===== src/rtl/wdsr_pkg.sv =====
// Package with register map, field layout and types of the watchdog with software reset
package wdsr_pkg;

  // Special function register addresses
  localparam logic [7:0] WDSR_SEQ_ADDR = 8'hA6;
  localparam logic [7:0] WDSR_CSR_ADDR = 8'hA7;

  // Control and status field positions
  localparam int WDSR_PS_MSB = 7;
  localparam int WDSR_PS_LSB = 5;
  localparam int WDSR_IDLE_BIT = 4;
  localparam int WDSR_SOFT_RESET_FLAG_BIT = 2;
  localparam int WDSR_OVF_BIT = 1;
  localparam int WDSR_RUN_BIT = 0;
  localparam logic [7:0] WDSR_CSR_RESET = 8'h00;

  // Sequence bytes
  localparam logic [7:0] WDSR_FEED_FIRST = 8'h1E;
  localparam logic [7:0] WDSR_FEED_SECOND = 8'hE1;
  localparam logic [7:0] WDSR_SOFT_FIRST = 8'h5A;
  localparam logic [7:0] WDSR_SOFT_SECOND = 8'hA5;

  // Counter structure: timer bits plus prescaler bits
  localparam int WDSR_TIMER_BITS = 14;
  localparam int WDSR_PRESC_BITS = 7;
  localparam int WDSR_PS_BITS = 3;

  typedef enum logic [1:0] {
    WDSR_SEQ_IDLE,
    WDSR_SEQ_FEED,
    WDSR_SEQ_SOFT
  } wdsr_seq_t;

  // One special function register bus cycle
  typedef struct packed {
    logic [7:0] addr;
    logic [7:0] wdata;
    logic wr;
    logic rd;
  } wdsr_sfr_req_t;

endpackage


===== src/rtl/wdsr_top.sv =====
// Watchdog timer with software reset sequence detector on the SPECIAL_FUNCTION_REGISTER bus
//
// How it works
// - Writing 5AH then A5H to the sequence port produces a software reset.
// - That software reset works even while the watchdog is not running.
// - A proper software reset sets soft_reset_flag, overflow_flag stays as it was.
// - Any other sequence resets at once and sets both soft_reset_flag and overflow_flag.
// - Control: period select 7:5, idle_freeze 4, bit 3 unused, flags 2:0; reset 00H.
// - Period select 0 gives 16K cycles, 7 gives 2048K cycles.
// - In idle the counter runs if idle_freeze is 0, holds if it is 1.
// - A time-out reset sets overflow_flag.
// - running_flag is read-only, shows whether the counter runs; writes ignored.
// - Any reset stops the watchdog; only 1EH then E1H restarts it.
// - Sequence port at A6H is write-only and reads as zero.
// - Reads may fall between the two bytes; another SPECIAL_FUNCTION_REGISTER write breaks the sequence.
// - 14-bit timer behind a 7-bit prescaler; time-out is 2^(PS+14) cycles.
// - Time-out gives a reset pulse to the CPU; power-down stops the watchdog.
`timescale 1ns/10ps
`default_nettype none

module wdsr_top #(
  parameter int TIMER_BITS = wdsr_pkg::WDSR_TIMER_BITS,
  parameter int PRESC_BITS = wdsr_pkg::WDSR_PRESC_BITS
) (
  input wire logic core_clk,
  input wire logic rst_n,
  input wire logic [7:0] sfr_addr,
  input wire logic [7:0] sfr_wdata,
  input wire logic sfr_wr,
  input wire logic sfr_rd,
  input wire logic sys_reset_in,
  input wire logic cpu_idle,
  input wire logic cpu_power_down,
  output logic [7:0] sfr_rdata_q,
  output logic wdt_reset_q,
  output logic running_flag_q
);

  localparam int PSB = wdsr_pkg::WDSR_PS_BITS;

  ////////////////////////////////////////////////////////////////////////////
  // Bus decode

  wdsr_pkg::wdsr_sfr_req_t req;
  assign req = '{addr: sfr_addr, wdata: sfr_wdata, wr: sfr_wr, rd: sfr_rd};

  wire logic seq_wr;
  wire logic csr_wr;
  wire logic csr_rd;
  wire logic other_wr;
  assign seq_wr = req.wr && (req.addr == wdsr_pkg::WDSR_SEQ_ADDR);
  assign csr_wr = req.wr && (req.addr == wdsr_pkg::WDSR_CSR_ADDR);
  assign csr_rd = req.rd && (req.addr == wdsr_pkg::WDSR_CSR_ADDR);
  assign other_wr = req.wr && !seq_wr;

  // Byte matches shared by all three sequence states
  wire logic is_feed_first;
  wire logic is_feed_second;
  wire logic is_soft_first;
  wire logic is_soft_second;
  assign is_feed_first = req.wdata == wdsr_pkg::WDSR_FEED_FIRST;
  assign is_feed_second = req.wdata == wdsr_pkg::WDSR_FEED_SECOND;
  assign is_soft_first = req.wdata == wdsr_pkg::WDSR_SOFT_FIRST;
  assign is_soft_second = req.wdata == wdsr_pkg::WDSR_SOFT_SECOND;

  // Fields of a control write
  wire logic [PSB-1:0] wr_period;
  wire logic wr_idle_freeze;
  wire logic wr_soft_flag;
  wire logic wr_ovf_flag;
  assign wr_period = req.wdata[wdsr_pkg::WDSR_PS_MSB:wdsr_pkg::WDSR_PS_LSB];
  assign wr_idle_freeze = req.wdata[wdsr_pkg::WDSR_IDLE_BIT];
  assign wr_soft_flag = req.wdata[wdsr_pkg::WDSR_SOFT_RESET_FLAG_BIT];
  assign wr_ovf_flag = req.wdata[wdsr_pkg::WDSR_OVF_BIT];

  ////////////////////////////////////////////////////////////////////////////
  // Sequence detector

  wdsr_pkg::wdsr_seq_t seq_q;
  wdsr_pkg::wdsr_seq_t seq_d;
  logic feed_ok;
  logic soft_ok;
  logic seq_bad;

  always_comb
  begin
    seq_d = seq_q;
    feed_ok = 1'b0;
    soft_ok = 1'b0;
    seq_bad = 1'b0;
    if (seq_wr)
    begin
      case (seq_q)
        wdsr_pkg::WDSR_SEQ_IDLE:
        begin
          if (is_feed_first)
            seq_d = wdsr_pkg::WDSR_SEQ_FEED;
          else if (is_soft_first)
            seq_d = wdsr_pkg::WDSR_SEQ_SOFT;
          else
            seq_bad = 1'b1;
        end
        wdsr_pkg::WDSR_SEQ_FEED:
        begin
          seq_d = wdsr_pkg::WDSR_SEQ_IDLE;
          if (is_feed_second)
            feed_ok = 1'b1;
          else
            seq_bad = 1'b1;
        end
        wdsr_pkg::WDSR_SEQ_SOFT:
        begin
          seq_d = wdsr_pkg::WDSR_SEQ_IDLE;
          if (is_soft_second)
            soft_ok = 1'b1;
          else
            seq_bad = 1'b1;
        end
        default:
          seq_d = wdsr_pkg::WDSR_SEQ_IDLE;
      endcase
    end
    else if (other_wr)
    begin
      // Abandon a half sequence; reads leave it alone
      seq_d = wdsr_pkg::WDSR_SEQ_IDLE;
    end
  end

  ////////////////////////////////////////////////////////////////////////////
  // Counter: prescaler carry feeds the timer

  logic [PRESC_BITS-1:0] presc_q;
  logic [TIMER_BITS-1:0] timer_q;
  logic [PSB-1:0] period_q;
  logic idle_freeze_q;
  logic soft_flag_q;
  logic ovf_flag_q;

  wire logic [TIMER_BITS-1:0] timer_mask;
  wire logic count_en;
  wire logic presc_tick;
  wire logic timeout;
  wire logic own_reset;
  wire logic any_reset;
  wire logic count_clr;

  // Period select n keeps the low n+7 timer bits; the prescaler adds the rest
  assign timer_mask = {TIMER_BITS{1'b1}} >> (PSB'(PRESC_BITS) - period_q);
  assign count_en = running_flag_q && !cpu_power_down
    && !(cpu_idle && idle_freeze_q);
  // Timer moves only on the one-cycle prescaler carry
  assign presc_tick = count_en && (presc_q == '1);
  assign timeout = presc_tick && ((timer_q | ~timer_mask) == '1);
  assign own_reset = timeout || soft_ok || seq_bad;
  assign any_reset = own_reset || sys_reset_in;
  // Stopped or freshly fed: both stages restart from zero
  assign count_clr = feed_ok || any_reset || !running_flag_q;

  always_ff @(posedge core_clk or negedge rst_n)
  begin
    if (!rst_n)
      presc_q <= '0;
    else if (count_clr)
      presc_q <= '0;
    else if (count_en)
      presc_q <= presc_q + 1'b1;
  end

  always_ff @(posedge core_clk or negedge rst_n)
  begin
    if (!rst_n)
      timer_q <= '0;
    else if (count_clr)
      timer_q <= '0;
    else if (presc_tick)
      timer_q <= timer_q + 1'b1;
  end

  ////////////////////////////////////////////////////////////////////////////
  // Running state

  always_ff @(posedge core_clk or negedge rst_n)
  begin
    if (!rst_n)
      running_flag_q <= 1'b0;
    else if (any_reset || cpu_power_down)
      running_flag_q <= 1'b0;
    else if (feed_ok)
      running_flag_q <= 1'b1;
  end

  always_ff @(posedge core_clk or negedge rst_n)
  begin
    if (!rst_n)
      seq_q <= wdsr_pkg::WDSR_SEQ_IDLE;
    else if (any_reset)
      seq_q <= wdsr_pkg::WDSR_SEQ_IDLE;
    else
      seq_q <= seq_d;
  end

  ////////////////////////////////////////////////////////////////////////////
  // Control and status register

  // Settings go back to reset value on a system reset, flags survive it
  always_ff @(posedge core_clk or negedge rst_n)
  begin
    if (!rst_n)
    begin
      period_q <= wdsr_pkg::WDSR_CSR_RESET[wdsr_pkg::WDSR_PS_MSB:wdsr_pkg::WDSR_PS_LSB];
      idle_freeze_q <= wdsr_pkg::WDSR_CSR_RESET[wdsr_pkg::WDSR_IDLE_BIT];
    end
    else if (any_reset)
    begin
      period_q <= wdsr_pkg::WDSR_CSR_RESET[wdsr_pkg::WDSR_PS_MSB:wdsr_pkg::WDSR_PS_LSB];
      idle_freeze_q <= wdsr_pkg::WDSR_CSR_RESET[wdsr_pkg::WDSR_IDLE_BIT];
    end
    else if (csr_wr)
    begin
      period_q <= wr_period;
      idle_freeze_q <= wr_idle_freeze;
    end
  end

  // Hardware set wins over a software write in the same cycle
  wire logic soft_set;
  wire logic ovf_set;
  assign soft_set = soft_ok || seq_bad;
  assign ovf_set = timeout || seq_bad;

  wdsr_sticky_flag #(
    .RESET_VAL(wdsr_pkg::WDSR_CSR_RESET[wdsr_pkg::WDSR_SOFT_RESET_FLAG_BIT])
  ) u_soft_flag (
    .core_clk(core_clk),
    .rst_n(rst_n),
    .hw_set(soft_set),
    .sw_wr(csr_wr),
    .sw_val(wr_soft_flag),
    .flag_q(soft_flag_q)
  );

  wdsr_sticky_flag #(
    .RESET_VAL(wdsr_pkg::WDSR_CSR_RESET[wdsr_pkg::WDSR_OVF_BIT])
  ) u_ovf_flag (
    .core_clk(core_clk),
    .rst_n(rst_n),
    .hw_set(ovf_set),
    .sw_wr(csr_wr),
    .sw_val(wr_ovf_flag),
    .flag_q(ovf_flag_q)
  );

  ////////////////////////////////////////////////////////////////////////////
  // Read data and reset pulse

  // Each field at its own position; bit 3 reads as zero
  logic [7:0] csr_view;
  always_comb
  begin
    csr_view = '0;
    csr_view[wdsr_pkg::WDSR_PS_MSB:wdsr_pkg::WDSR_PS_LSB] = period_q;
    csr_view[wdsr_pkg::WDSR_IDLE_BIT] = idle_freeze_q;
    csr_view[wdsr_pkg::WDSR_SOFT_RESET_FLAG_BIT] = soft_flag_q;
    csr_view[wdsr_pkg::WDSR_OVF_BIT] = ovf_flag_q;
    csr_view[wdsr_pkg::WDSR_RUN_BIT] = running_flag_q;
  end

  // The sequence port has no storage, so only the control address answers
  wire logic [7:0] sfr_rdata_d;
  assign sfr_rdata_d = csr_rd ? csr_view : '0;

  always_ff @(posedge core_clk or negedge rst_n)
  begin
    if (!rst_n)
      sfr_rdata_q <= '0;
    else
      sfr_rdata_q <= sfr_rdata_d;
  end

  always_ff @(posedge core_clk or negedge rst_n)
  begin
    if (!rst_n)
      wdt_reset_q <= 1'b0;
    else
      wdt_reset_q <= own_reset;
  end

endmodule

////////////////////////////////////////////////////////////////////////////
// One status bit that hardware sets and software writes

module wdsr_sticky_flag #(
  parameter logic RESET_VAL = 1'b0
) (
  input wire logic core_clk,
  input wire logic rst_n,
  input wire logic hw_set,
  input wire logic sw_wr,
  input wire logic sw_val,
  output logic flag_q
);

  // Set is tested first, so an event never loses to a clear
  always_ff @(posedge core_clk or negedge rst_n)
  begin
    if (!rst_n)
      flag_q <= RESET_VAL;
    else if (hw_set)
      flag_q <= 1'b1;
    else if (sw_wr)
      flag_q <= sw_val;
  end

endmodule

`default_nettype wire


===== config.mk =====
export PLATFORM = sky130hd
export DESIGN_NAME = wdsr_top
export DESIGN_NICKNAME = d
export VERILOG_FILES = /design/src/rtl/wdsr_pkg.sv /design/src/rtl/wdsr_top.sv
export SDC_FILE = /design/constraint.sdc
export NUM_CORES = 1
export LEC_CHECK = 0
export BUFFER_PORTS_ARGS = -buffer_cell sky130_fd_sc_hd__buf_2
export CAP_MARGIN = 20
export CORE_MARGIN = 5
export CORE_UTILIZATION = 45
export DETAILED_ROUTE_END_ITERATION = 6
export PLACE_DENSITY_LB_ADDON = 0.25
export SLEW_MARGIN = 20
export SYNTH_ARGS = -nofsm -noshare
export SYNTH_HDL_FRONTEND = slang
export SYNTH_SLANG_ARGS = --single-unit

===== constraint.sdc =====
create_clock -name core_clk -period 2.2 [get_ports core_clk]
set_input_delay 0.44 -clock core_clk [delete_from_list [all_inputs] [get_ports core_clk]]
set_output_delay 0.44 -clock core_clk [all_outputs]
set_load 0.03 [all_outputs]

**Word level (Yosys, flattened, before mapping)**

Cells that the tools add are included.

- Word-level logic and storage cells: 90
- Input bits: 23
- Output and inout port bits: 10
- Flip-flop bits (word level): 39

- Reduce and logical (&&, ||, !) cells: 30
- Equal/unequal tests: 11
- Shifts and indexed selects: 1
- Muxes and demuxes: 33
- Bitwise logic cells: 2
- $add $sub $neg: 3

Operators by type and width:

| kind | number |
|---|---|
| $eq 8x8->1 const B | 4 |
| $mux 14 | 2 |
| $mux 1 | 19 |
| $add 14x1->14 const B | 1 |
| $eq 14x14->1 const B | 1 |
| $mux 7 | 2 |
| $not 14->14 | 1 |
| $or 14x14->14 | 1 |
| $shr 14x3->14 const A | 1 |
| $mux 2 | 6 |
| $reduce_bool 2->1 | 6 |
| $logic_and 1x1->1 | 9 |
| $eq 8x5->1 const B | 1 |
| $eq 8x7->1 const B | 1 |
| $logic_or 1x1->1 | 8 |
| $mux 8 | 1 |
| $add 7x1->7 const B | 1 |
| $eq 7x7->1 const B | 1 |
| $mux 3 | 2 |
| $ne 5x5->1 const B | 1 |
| $logic_not 1->1 | 4 |
| $pmux 1 s3 | 1 |
| $reduce_bool 3->1 | 1 |
| $sub 3x3->3 const A | 1 |
| other kinds (4) | 4 |

**Longest topological paths before layout**

Gate-level depths: netlist (run 1).

- Depth after elaboration: 12
- Mapped depth: 7
- Gate-level depth less buffers: 6

**Modules after synthesis**

A second synthesis (run 1) with hierarchy kept.

- Cell total of the unflattened synthesis: 204
- Area total of the unflattened synthesis: 2,108.3 um^2

Modules (own cells, without submodules):

| module | cells an instance | seq. area each (um^2) | instances | area each (um^2) |
|---|---|---|---|---|
| wdsr_top | 198 | 900.9 | 1 | 2,028.2 |
| wdsr_sticky_flag | 3 | 25.0 | 2 | 40.0 |

**Worst setup path before layout (run 1)**

Ideal clock, no wire load.

- Kind: register to register
- Start point: register running_flag_q
- End point: register timer_q[10]
- Slack: 167 ps
- Stages on the path, launching flop included: 6
- Setup time: 82 ps
- Data arrival time: 1,951 ps
- Required time: 2,118 ps
- Cells stage by stage: dfrtp_1 > nand2b_4 > a2111oi_4 > nand2_4 > or4b_1 > a31oi_1

- Word-level cells in the longest chain between the ends: 10
- Elaborated cells between the ends (all ways): 12
- Classes of those cells: mux (1); reduce/logical (11)

Ends and longest elaborated chain:

| what | line | RTL |
|---|---|---|
| start, declared | wdsr_top.sv:36 | `output logic running_flag_q` |
| start signal, assigned | wdsr_top.sv:186 | `running_flag_q <= 1'b0;` |
| start signal, assigned | wdsr_top.sv:188 | `running_flag_q <= 1'b0;` |
| start signal, assigned | wdsr_top.sv:190 | `running_flag_q <= 1'b1;` |
| $logic_and 1x1->1 | wdsr_top.sv:150 | `assign count_en = running_flag_q && !cpu_power_down` |
| $logic_and 1x1->1 | wdsr_top.sv:151 | `&& !(cpu_idle && idle_freeze_q);` |
| $logic_and 1x1->1 | wdsr_top.sv:153 | `assign presc_tick = count_en && (presc_q == '1);` |
| $logic_and 1x1->1 | wdsr_top.sv:154 | `assign timeout = presc_tick && ((timer_q \| ~timer_mask) == '1);` |
| $logic_or 1x1->1 (2 in series) | wdsr_top.sv:155 | `assign own_reset = timeout \|\| soft_ok \|\| seq_bad;` |
| $logic_or 1x1->1 | wdsr_top.sv:156 | `assign any_reset = own_reset \|\| sys_reset_in;` |
| $logic_or 1x1->1 (2 in series) | wdsr_top.sv:158 | `assign count_clr = feed_ok \|\| any_reset \|\| !running_flag_q;` |
| $mux 14 or $reduce_bool 2->1 (tied branches) | n/a |  |
| end signal, assigned | wdsr_top.sv:177 | `timer_q <= timer_q + 1'b1;` |
| end, declared | wdsr_top.sv:134 | `logic [TIMER_BITS-1:0] timer_q;` |

Several ways; a longest one is shown, not always the timed one.
A chain may end at the register's enable or synchronous reset.

**Worst setup path in the final report (run 1)**

- Start point: register presc_q[0]
- End point: register timer_q[10]

- Word-level cells in the longest chain between the ends: 9
- Elaborated cells between the ends (all ways): 10
- Classes of those cells: eq/ne (1); mux (1); reduce/logical (8)

Ends and longest elaborated chain:

| what | line | RTL |
|---|---|---|
| start, declared | wdsr_top.sv:133 | `logic [PRESC_BITS-1:0] presc_q;` |
| start signal, assigned | wdsr_top.sv:167 | `presc_q <= presc_q + 1'b1;` |
| $eq 7x7->1 * | wdsr_top.sv:153 |  |
| $logic_and 1x1->1 * | wdsr_top.sv:153 |  |
| $logic_and 1x1->1 | wdsr_top.sv:154 |  |
| $logic_or 1x1->1 (2 in series) | wdsr_top.sv:155 |  |
| $logic_or 1x1->1 | wdsr_top.sv:156 |  |
| $logic_or 1x1->1 (2 in series) | wdsr_top.sv:158 |  |
| $mux 14 or $reduce_bool 2->1 (tied branches) | n/a |  |

Every way passes the cells marked *; elsewhere a longest branch is shown, timed or not.

==> results.tsv, run 1 <==
metric	value	unit
ys flop type	dfrtp_1	
dpl cell area	2190	sq um
Num CTS Buffers	5	
largest net degree at the start of global routing	39	
clk buf depth	2	
die area	5730	sq um
Final Util	55.9	%
# port buffers	31	
Tot Pwr	1.26	mW
fraction of registers with async set/reset	100	%
HP Class	input port to asynchronous set/reset pin	
first-pass GRT wire length	6.87	mm
Yosys cell types	39	
vias in the first global route	1487	
crit-path cells	ha_1, nand2_1, a2111oi_4, nand2_4, or4b_1, a31oi_1	
Avg Vias per Cell	5.38	
hold buffers post-CTS	0	
DP HPWL	3.01	mm
Yosys top cell area share	48.9	%
initial core utilization	47.6	%
DRC errors left	0	
initial antenna violation count	0	
Sum Neg Setup Slack	0	ps
Final ANT Viol Nets	0	
Setup-failing EPs final	0	
CP endpoint kind	register	
syn nets	220	
final wirelength	4.05	mm
CP max stage cell	or4b_1	
status	complete, no violations	
remaining global-route overflow	0	
most frequent cell after synthesis	dfrtp_1	
Detailed Routing Iterations Pass 1	4	
LEAKAGE	1.06	nW
layout cells sized above 1	20.6	%
fin. max-slew vios	0	
GR Util All Layers	15.6	%
Critical Path AT	2170	ps
wire length on met3	232	um
core area	4090	sq um
area leader, netlist	dfrtp_1	
Post-synth EDFFs	0	
CTS sink count	38	
fin crit period	1960	ps
Slew HR	44.5	%
clk_skew	4.89	ps
Area growth, synth to finish	17.6	%
MaxCap Viol Count	0	
Tightest Pin Transition	833	ps
floorplan row count	23	
Max FO, Critical Path	7	
top post-synthesis cells by area	dfrtp_1 (49%), nor2_1 (5.6%), xnor2_1 (4.1%)	
post-DR wirelength/cell	14.1	um
Critical Path RT	2410	ps
synthesized area	1940	sq um
share of the yosys chip area belonging to registers	48.9	%
Layout Nets	262	
uppermost layer routed	met4	
Fmax achieved	0.511	GHz
final hold viol count	0	
post_cts resized	0	
vias	1550	
VDD IR-drop max	0.513	mV
Die Ht	75.7	um
I/O pins	33	
WHS	246	ps
max incr delay on CP	510	ps
Starting DRT DRC Count	93	
routability cong.	0.837	
chip width	75.7	um
Final Cell Area	2280	sq um
YS warnings	0	
Crit path buffers/inverters	0	
RSZ-0062 raised after global routing	no	
delay-heaviest family, CP	simple AND/OR/NAND/NOR gates	
Startpoint Class	register	
Met1 Wirelength	1.88	mm
Avg Cell Area, Syn	9.96	sq um
critical path class	register to register	
diode count	0	
top cell types by occurrence after synthesis	dfrtp_1 (38), nor2_1 (29), nand2_1 (17)	
wire length on met2	1.90	mm
Post-Syn Instances	195	
CTS tree	built	
CTS root buf	clkbuf_8	
Worst-path clk slew	70	ps
power per cell area	552	nW/um^2
part of the cycle the worst path needs	89.0	%
FF+latch count, synth	38	
post-CTS setup buffer count	0	
Skew-Pair Late Insertion Delay	290	ps
Clock H-tree levels	2	
## kinds of logic after synthesis
kind of cell | count (synthesis) | synth area share, %
compound gates | 22 | 9.21
xor+xnor | 17 | 7.66
fa+ha+maj | 2 | 1.29
buf+inv | 8 | 1.80
flops | 38 | 48.9
mux | 7 | 3.61
other cells | 1 | 0.193
simple gates | 100 | 27.3
## layout make-up
| cell class | instances | area (sq um) |
|---|---|---|
| Timing Repair Buffer | 37 | 200 |
| Clock buffer | 7 | 86.3 |
| Fill cell | 380 | 1800 |
| Tap cell | 50 | 62.6 |
| Multi-Input combinational cell | 149 | 957 |
| Clock inverter | 1 | 5.00 |
| Inverter | 6 | 22.5 |
| Sequential cell | 38 | 951 |
## stage by stage
step	worst slack [ps]	instances
after floorplan	167	195
after global placement	239	280
final	243	288
after CTS	233	288
after detailed placement	156	280
after global routing	35.1	288
## where the power goes
part | switching (mW) | total (mW) | internal (mW)
sequential | 0.00283 | 0.705 | 0.703
clock | 0.243 | 0.496 | 0.253
combinational | 0.0366 | 0.0602 | 0.0236
## path summary, 6_finish.rpt
kind	start	endpoint	slack, ps	depth (start not counted)
max reg2reg	presc_q[0]	timer_q[10]	240	6
min reg2reg	u_ovf_flag.flag_q	sfr_rdata_q[1]	500	1
max	presc_q[0]	timer_q[10]	240	6
max in group asynchronous	rst_n	presc_q[1]	1430	1
min in group core_clk	cpu_power_down	running_flag_q	330	2
min	rst_n	sfr_rdata_q[1]	250	1
## worst reg2reg max path: stages, from the launching register on
cell and delay (ps):
dfrtp_1 380, ha_1 230, nand2_1 120, a2111oi_4 370, nand2_4 120, or4b_1 510
a31oi_1 170
## registers in the layout (all words and copies together), names as in the netlist
register            count
seq_q                   2
period_q                3
u_soft_flag.flag_q      1
timer_q                14
u_ovf_flag.flag_q       1
sfr_rdata_q             7
presc_q                 7
wdt_reset_q             1
running_flag_q          1
idle_freeze_q           1
## layout by cell type (no fill, tap or decap), types with 4 or more instances in the layout
master and instances:
inv_1 6, dfrtp_1 38, a21oi_1 5, nor2_1 29
and3_1 7, and2_1 7, clkbuf_8 6, xor2_1 8
nor3_1 4, buf_2 31, nand4_1 8, nand2_1 17
buf_4 6, nor4_1 4, nand3_1 7, mux2i_1 7
xnor2_1 9
## metal layers
| layer | vias up | global-route usage [%] |
|---|---|---|
| met5 | - | 0 |
| met4 | 0 | 4.08 |
| met3 | 6 | 4.09 |
| met2 | 35 | 25.6 |
| met1 | 733 | 20.5 |
| li1 | 776 | - |
No activity file was read; power rests on OpenSTA's default activity.
==> run 2: changes to the inputs <==
- ABC_AREA: unset -> 1
- PLACE_DENSITY_LB_ADDON: 0.25 -> 0.05
- SKIP_CTS_REPAIR_TIMING: unset -> 1
==> run 2 against run 1 <==
Against the previous run:
- core utilization shrank 1.7 points
- via count up 15%
- count of clock-buffer cells in the layout decreased by 1
- die area up 12%
- clock skew rose by 1.5 ps
- critical endpoint is now timer_q[2]
- combinational power rose by 20%
- clock power up 47%
- non-clock buffer count down 4
- maximum frequency rose by 6.0%
- area after synthesis rose by 14%
==> results.tsv, run 2 <==
metric	value	unit	change
status	complete, no violations		
fraction of registers with async set/reset	100	%	unchanged
CTS root buf	clkbuf_8		
# port buffers	31		unchanged
fin. max-slew vios	0		unchanged
vias in the first global route	1680		+13%
vias	1782		+15%
Avg Cell Area, Syn	7.72	sq um	-23%
Setup-failing EPs final	0		unchanged
CP endpoint kind	register		
Die Ht	80.2	um	+5.9%
remaining global-route overflow	0		unchanged
critical path class	register to register		
floorplan row count	25		+8.7%
GR Util All Layers	15.1	%	-0.51 points
Worst path most repeated cell	nand2_1		
most frequent cells in the layout	nand2_1 (57), nor2_1 (41), inv_1 (40)		
share of the yosys chip area belonging to registers	42.9	%	-6.0 points
Yosys cell types	31		-21%
largest net degree at the start of global routing	22		-44%
DP HPWL	3.31	mm	+9.8%
Post-Syn Instances	287		+47%
Post-synth EDFFs	0		unchanged
layout cells sized above 1	24.7	%	+4.1 points
Num CTS Buffers	5		unchanged
I/O pins	33		unchanged
LEAKAGE	1.18	nW	+12%
Max FO, Critical Path	21		+14
Most flops, register	timer_q		
CP max stage cell	dfrtp_1		
FF+latch count, synth	38		unchanged
top post-synthesis cells by area	dfrtp_1 (43%), nand2_1 (9.7%), nor2_1 (6.9%)		
most frequent cell after synthesis	nand2_1		
die area	6430	sq um	+12%
most common cell after layout, fill and taps aside	nand2_1		
Critical Path RT	2420	ps	about the same
Area growth, synth to finish	16.4	%	
final wirelength	4.27	mm	+5.5%
crit-path cells	ha_1, nand2_1, nor3_2, nand2_1, nor2_1, nand3_1, nand2_2, nor2_4, nand3_4, nor2_2		
max incr delay on CP	410	ps	-100 ps
CTS sink count	38		unchanged
CTS tree	built		
diode count	0		unchanged
MaxCap Viol Count	0		unchanged
core area	4750	sq um	+16%
Fmax achieved	0.542	GHz	+6.0%
synthesized area	2220	sq um	+14%
clk_skew	6.41	ps	+1.52 ps
chip width	80.2	um	+5.9%
ys flop type	dfrtp_1		
power per cell area	582	nW/um^2	+5.3%
dpl cell area	2440	sq um	+11%
Startpoint Class	register		
biggest regs	timer_q: 14 flops, presc_q: 7 flops, sfr_rdata_q: 7 flops		
RSZ-0062 raised after global routing	no		
final hold viol count	0		unchanged
Skew-Pair Late Insertion Delay	290	ps	about the same
YS warnings	0		unchanged
max reg flops	14		unchanged
Starting DRT DRC Count	85		-8.6%
part of the cycle the worst path needs	83.9	%	-5.0 points
first-pass GRT wire length	7.52	mm	+9.6%
routability cong.	0.813		-3.0%
initial antenna violation count	0		unchanged
Crit path buffers/inverters	0		unchanged
VDD IR-drop max	0.508	mV	-1.1%
Yosys top cell area share	42.9	%	-6.0 points
Clock H-tree levels	2		unchanged
Final ANT Viol Nets	0		unchanged
top cell types by occurrence after synthesis	nand2_1 (57), nor2_1 (41), inv_1 (40)		
delay-heaviest family, CP	simple AND/OR/NAND/NOR gates		
area leader, netlist	dfrtp_1		
clk buf depth	2		unchanged
Critical Path AT	2060	ps	-110 ps
Final Cell Area	2580	sq um	+13%
post-DR wirelength/cell	10.9	um	-22%
initial core utilization	46.6	%	-0.95 points
Sum Neg Setup Slack	0	ps	unchanged
DRC errors left	0		unchanged
Layout Nets	348		+33%
Worst-path clk slew	80	ps	about the same
Avg Vias per Cell	4.56		-15%
HP Class	input port to asynchronous set/reset pin		
Detailed Routing Iterations Pass 1	4		unchanged
syn nets	312		+42%
fin crit period	1850	ps	-111 ps
[run 2: changes by cell type after synthesis, sizes merged, moves of 4 or more]
cell	before	now
mux2i	7	0
nand2	18	60
nor2	29	67
inv	6	45
xnor2	9	1
and2	7	0
xor2	8	13
o21ai	2	12
nand2b	4	0
and3	7	0
nand3	7	20
[run 2: layout make-up]
type / instances / area, sq um
inverters: 45 / 169
clock buffers: 6 / 82.6
fillers: 474 / 2180
repair buffers: 33 / 170
well taps: 67 / 83.8
flip-flops and latches: 38 / 951
multi-input cells: 200 / 1060
clock inverters: 2 / 60.1
[run 2: logic make-up after synthesis]
family,after synthesis,synth area share (%)
AND/OR/NAND/NOR,165,36.5
buffers and inverters,49,9.15
flip-flops,38,42.9
AO/OA/AOI/OAI,18,4.63
XOR/XNOR,14,5.53
adder cells (fa/ha/maj),2,1.13
other,1,0.169
[run 2: power by group]
| part | total, mW | switching, mW | internal [mW] | leakage [nW] |
|---|---|---|---|---|
| registers | 0.700 | 0.000511 | 0.700 | 0.521 |
| clock network | 0.727 | 0.244 | 0.484 | 0.0714 |
| logic | 0.0721 | 0.0468 | 0.0253 | 0.588 |
| total | 1.50 | 0.291 | 1.21 | 1.18 |
[run 2: final timing paths]
path,startpoint,endpoint,slack [ps],cells after the start
min,rst_n,timer_q[7],70,1
max in group asynchronous,rst_n,timer_q[3],1620,2
max reg2reg,presc_q[0],timer_q[2],350,10
max,presc_q[0],timer_q[2],350,10
min reg2reg,u_soft_flag.flag_q,sfr_rdata_q[2],520,2
min in group core_clk,cpu_power_down,running_flag_q,430,4
[run 2: routing by layer]
layer	part of all wire (%)	up-vias	track usage, %
li1	-	951	-
met5	0	-	0
met4	1.3	0	5.57
met1	52	804	21.2
met2	44	21	22.4
met3	3.1	6	3.59
[run 2: through the flow]
step / std cells / hold slack [ps] / util, % / power [mW] / worst slack [ps]
global route: 391 / 104 / 54.2 / 1.56 / 184
CTS: 391 / 83.6 / 54.2 / 1.52 / 318
detailed placement: 383 / 400 / 51.2 / 0.787 / 234
finish: 391 / 74.2 / 54.2 / 1.50 / 354
global placement: 383 / 411 / 51.2 / 0.788 / 268
floorplan: 287 / 144 / - / 0.743 / 614
==> run 3: changes to the inputs <==
- clock period: 2.2 -> 1.7 ns (I/O delays scaled with it)
==> run 3 against run 2 <==
Against the previous run:
- core utilization increased by 3.4 points
- non-clock buffer count up 13
- first-iteration DRC count up 9.4%
- design area up 6.4%
- global-route usage rose by 0.36 points
- power rose by 27%
- maximum frequency grew 17%
- critical endpoint is now presc_q[3]
- largest power group unchanged
==> results.tsv, run 3 (synthesis gave the netlist of run 2 again) <==
metric	value	unit	change
status	complete, no violations		
Die Ht	80.2	um	unchanged
R2R depth	11		+1
CP max stage cell	dfrtp_1		
floorplan row count	25		unchanged
area of the multi-input gates	1090	sq um	+2.9%
Num CTS Buffers	5		unchanged
max reg flops	14		unchanged
clk_skew	5.69	ps	-0.717 ps
critical path class	register to register		
Fmax achieved	0.632	GHz	+17%
# port buffers	31		unchanged
Critical Path AT	1800	ps	-260 ps
Worst-path clk slew	80	ps	about the same
Tot Pwr	1.91	mW	+27%
placed insts	393		+2.6%
pre-CTS setup slack	0.546	ps	-233 ps
FF-to-FF Start	presc_q[1]		
most common cell after layout, fill and taps aside	nand2_1		
final worst slack	118	ps	-236 ps
CTS root buf	clkbuf_8		
Final Cell Area	2740	sq um	+6.4%
part of the cycle the worst path needs	93.1	%	+9.2 points
fin. max-slew vios	0		unchanged
Detailed Routing Iterations Pass 1	4		unchanged
Max FO, Critical Path	8		-62%
max incr delay on CP	390	ps	-20 ps
Setup-failing EPs final	0		unchanged
DP HPWL	3.46	mm	+4.6%
final wirelength	4.45	mm	+4.2%
Crit path buffers/inverters	1		+1
I/O pins	33		unchanged
vias in the first global route	1774		+5.6%
Worst path most repeated cell	nand2_2		
GR Util All Layers	15.5	%	+0.36 points
CP endpoint kind	register		
chip width	80.2	um	unchanged
Filler cells	479		+1.1%
clk buf depth	2		unchanged
Reg2Reg Setup Slack	120	ps	-240 ps
Layout Nets	361		+3.7%
diode count	0		unchanged
Startpoint Class	register		
Area growth, synth to finish	23.8	%	
crit-path cells	ha_2, nand2_2, nor3_4, nand2_1, nor2_1, nand3_1, nand2_2, nor2_4, nand3_4, buf_12, nor2_2		
Most flops, register	timer_q		
VDD IR-drop max	0.337	mV	-34%
routability cong.	0.812		-0.14%
biggest regs	timer_q: 14 flops, presc_q: 7 flops, sfr_rdata_q: 7 flops		
largest net degree at the start of global routing	39		+77%
layout cells sized above 1	30.6	%	+5.9 points
die area	6430	sq um	unchanged
final hold viol count	0		unchanged
initial antenna violation count	0		unchanged
most frequent cells in the layout	nand2_1 (55), inv_1 (39), nor2_1 (38)		
WHS	93.8	ps	+19.6 ps
post-DR wirelength/cell	11.0	um	+0.86%
Stages on worst setup path	11		+1
core area	4750	sq um	unchanged
CTS tree	built		
R2R Path End	presc_q[3]		
Final ANT Viol Nets	0		unchanged
first-pass GRT wire length	7.78	mm	+3.4%
power per cell area	695	nW/um^2	+20%
Skew-Pair Late Insertion Delay	290	ps	about the same
MaxCap Viol Count	0		unchanged
Critical Path RT	1920	ps	-500 ps
vias	1881		+5.6%
post-route non-filler standard cell count	404		+3.3%
remaining global-route overflow	0		unchanged
Avg Vias per Cell	4.66		+2.2%
CTS sink count	38		unchanged
initial core utilization	46.6	%	unchanged
RSZ-0062 raised after global routing	yes		
DRC errors left	0		unchanged
dpl cell area	2550	sq um	+4.6%
Clock H-tree levels	2		unchanged
fin crit period	1580	ps	-264 ps
Register Area	953	sq um	+0.26%
HP Class	input port to asynchronous set/reset pin		
LEAKAGE	1.27	nW	+7.4%
Starting DRT DRC Count	93		+9.4%
delay-heaviest family, CP	simple AND/OR/NAND/NOR gates		
==> run 3: worst max path at each step <==
stage | to | startpoint
after global routing | presc_q[3] | presc_q[0]
final | presc_q[3] | presc_q[1]
after global placement | timer_q[1] | sfr_wdata[5]
after floorplan | timer_q[4] | running_flag_q
after detailed placement | seq_q[1] | presc_q[0]
after CTS | seq_q[1] | presc_q[0]
==> run 3: worst reg2reg max path: cells and delay by family (launching register included) <==
family | cells | cell delay, ps
buffers and inverters | 1 | 170
AND/OR/NAND/NOR | 9 | 750
adder cells (fa/ha/maj) | 1 | 200
flip-flops | 1 | 390
==> run 3: stage by stage <==
stage / setup TNS, ps / util, %
after detailed placement: 0 / 53.6
after global placement: 0 / 53.6
final: 0 / 57.7
after floorplan: 0 / -
after global routing: -619 / 57.7
after CTS: -9.55 / 56.5
==> run 3: final cells by class <==
cell class / count / area share [%]
clock buffer: 5 / 2.51
multi-input combinational: 200 / 39.9
inverter: 45 / 6.16
timing repair buffer: 46 / 11.1
tap: 67 / 3.06
clock inverter: 3 / 2.51
sequential: 38 / 34.8
==> run 3: where the power goes <==
| group | internal (mW) | total, mW | switching, mW |
|---|---|---|---|
| Sequential | 0.905 | 0.906 | 0.000712 |
| Combinational | 0.0318 | 0.0922 | 0.0605 |
| Clock | 0.588 | 0.908 | 0.321 |
==> run 3: routing by layer <==
layer  share of wire [%]  track usage, %  up-vias  wire length, um
met4                 1.1            4.39        0               50
met5                   0               0        -                0
met2                  47            23.8       34             2100
li1                    -               -      979                -
met1                  48            21.7      860             2130
met3                 3.9            3.36        8              173
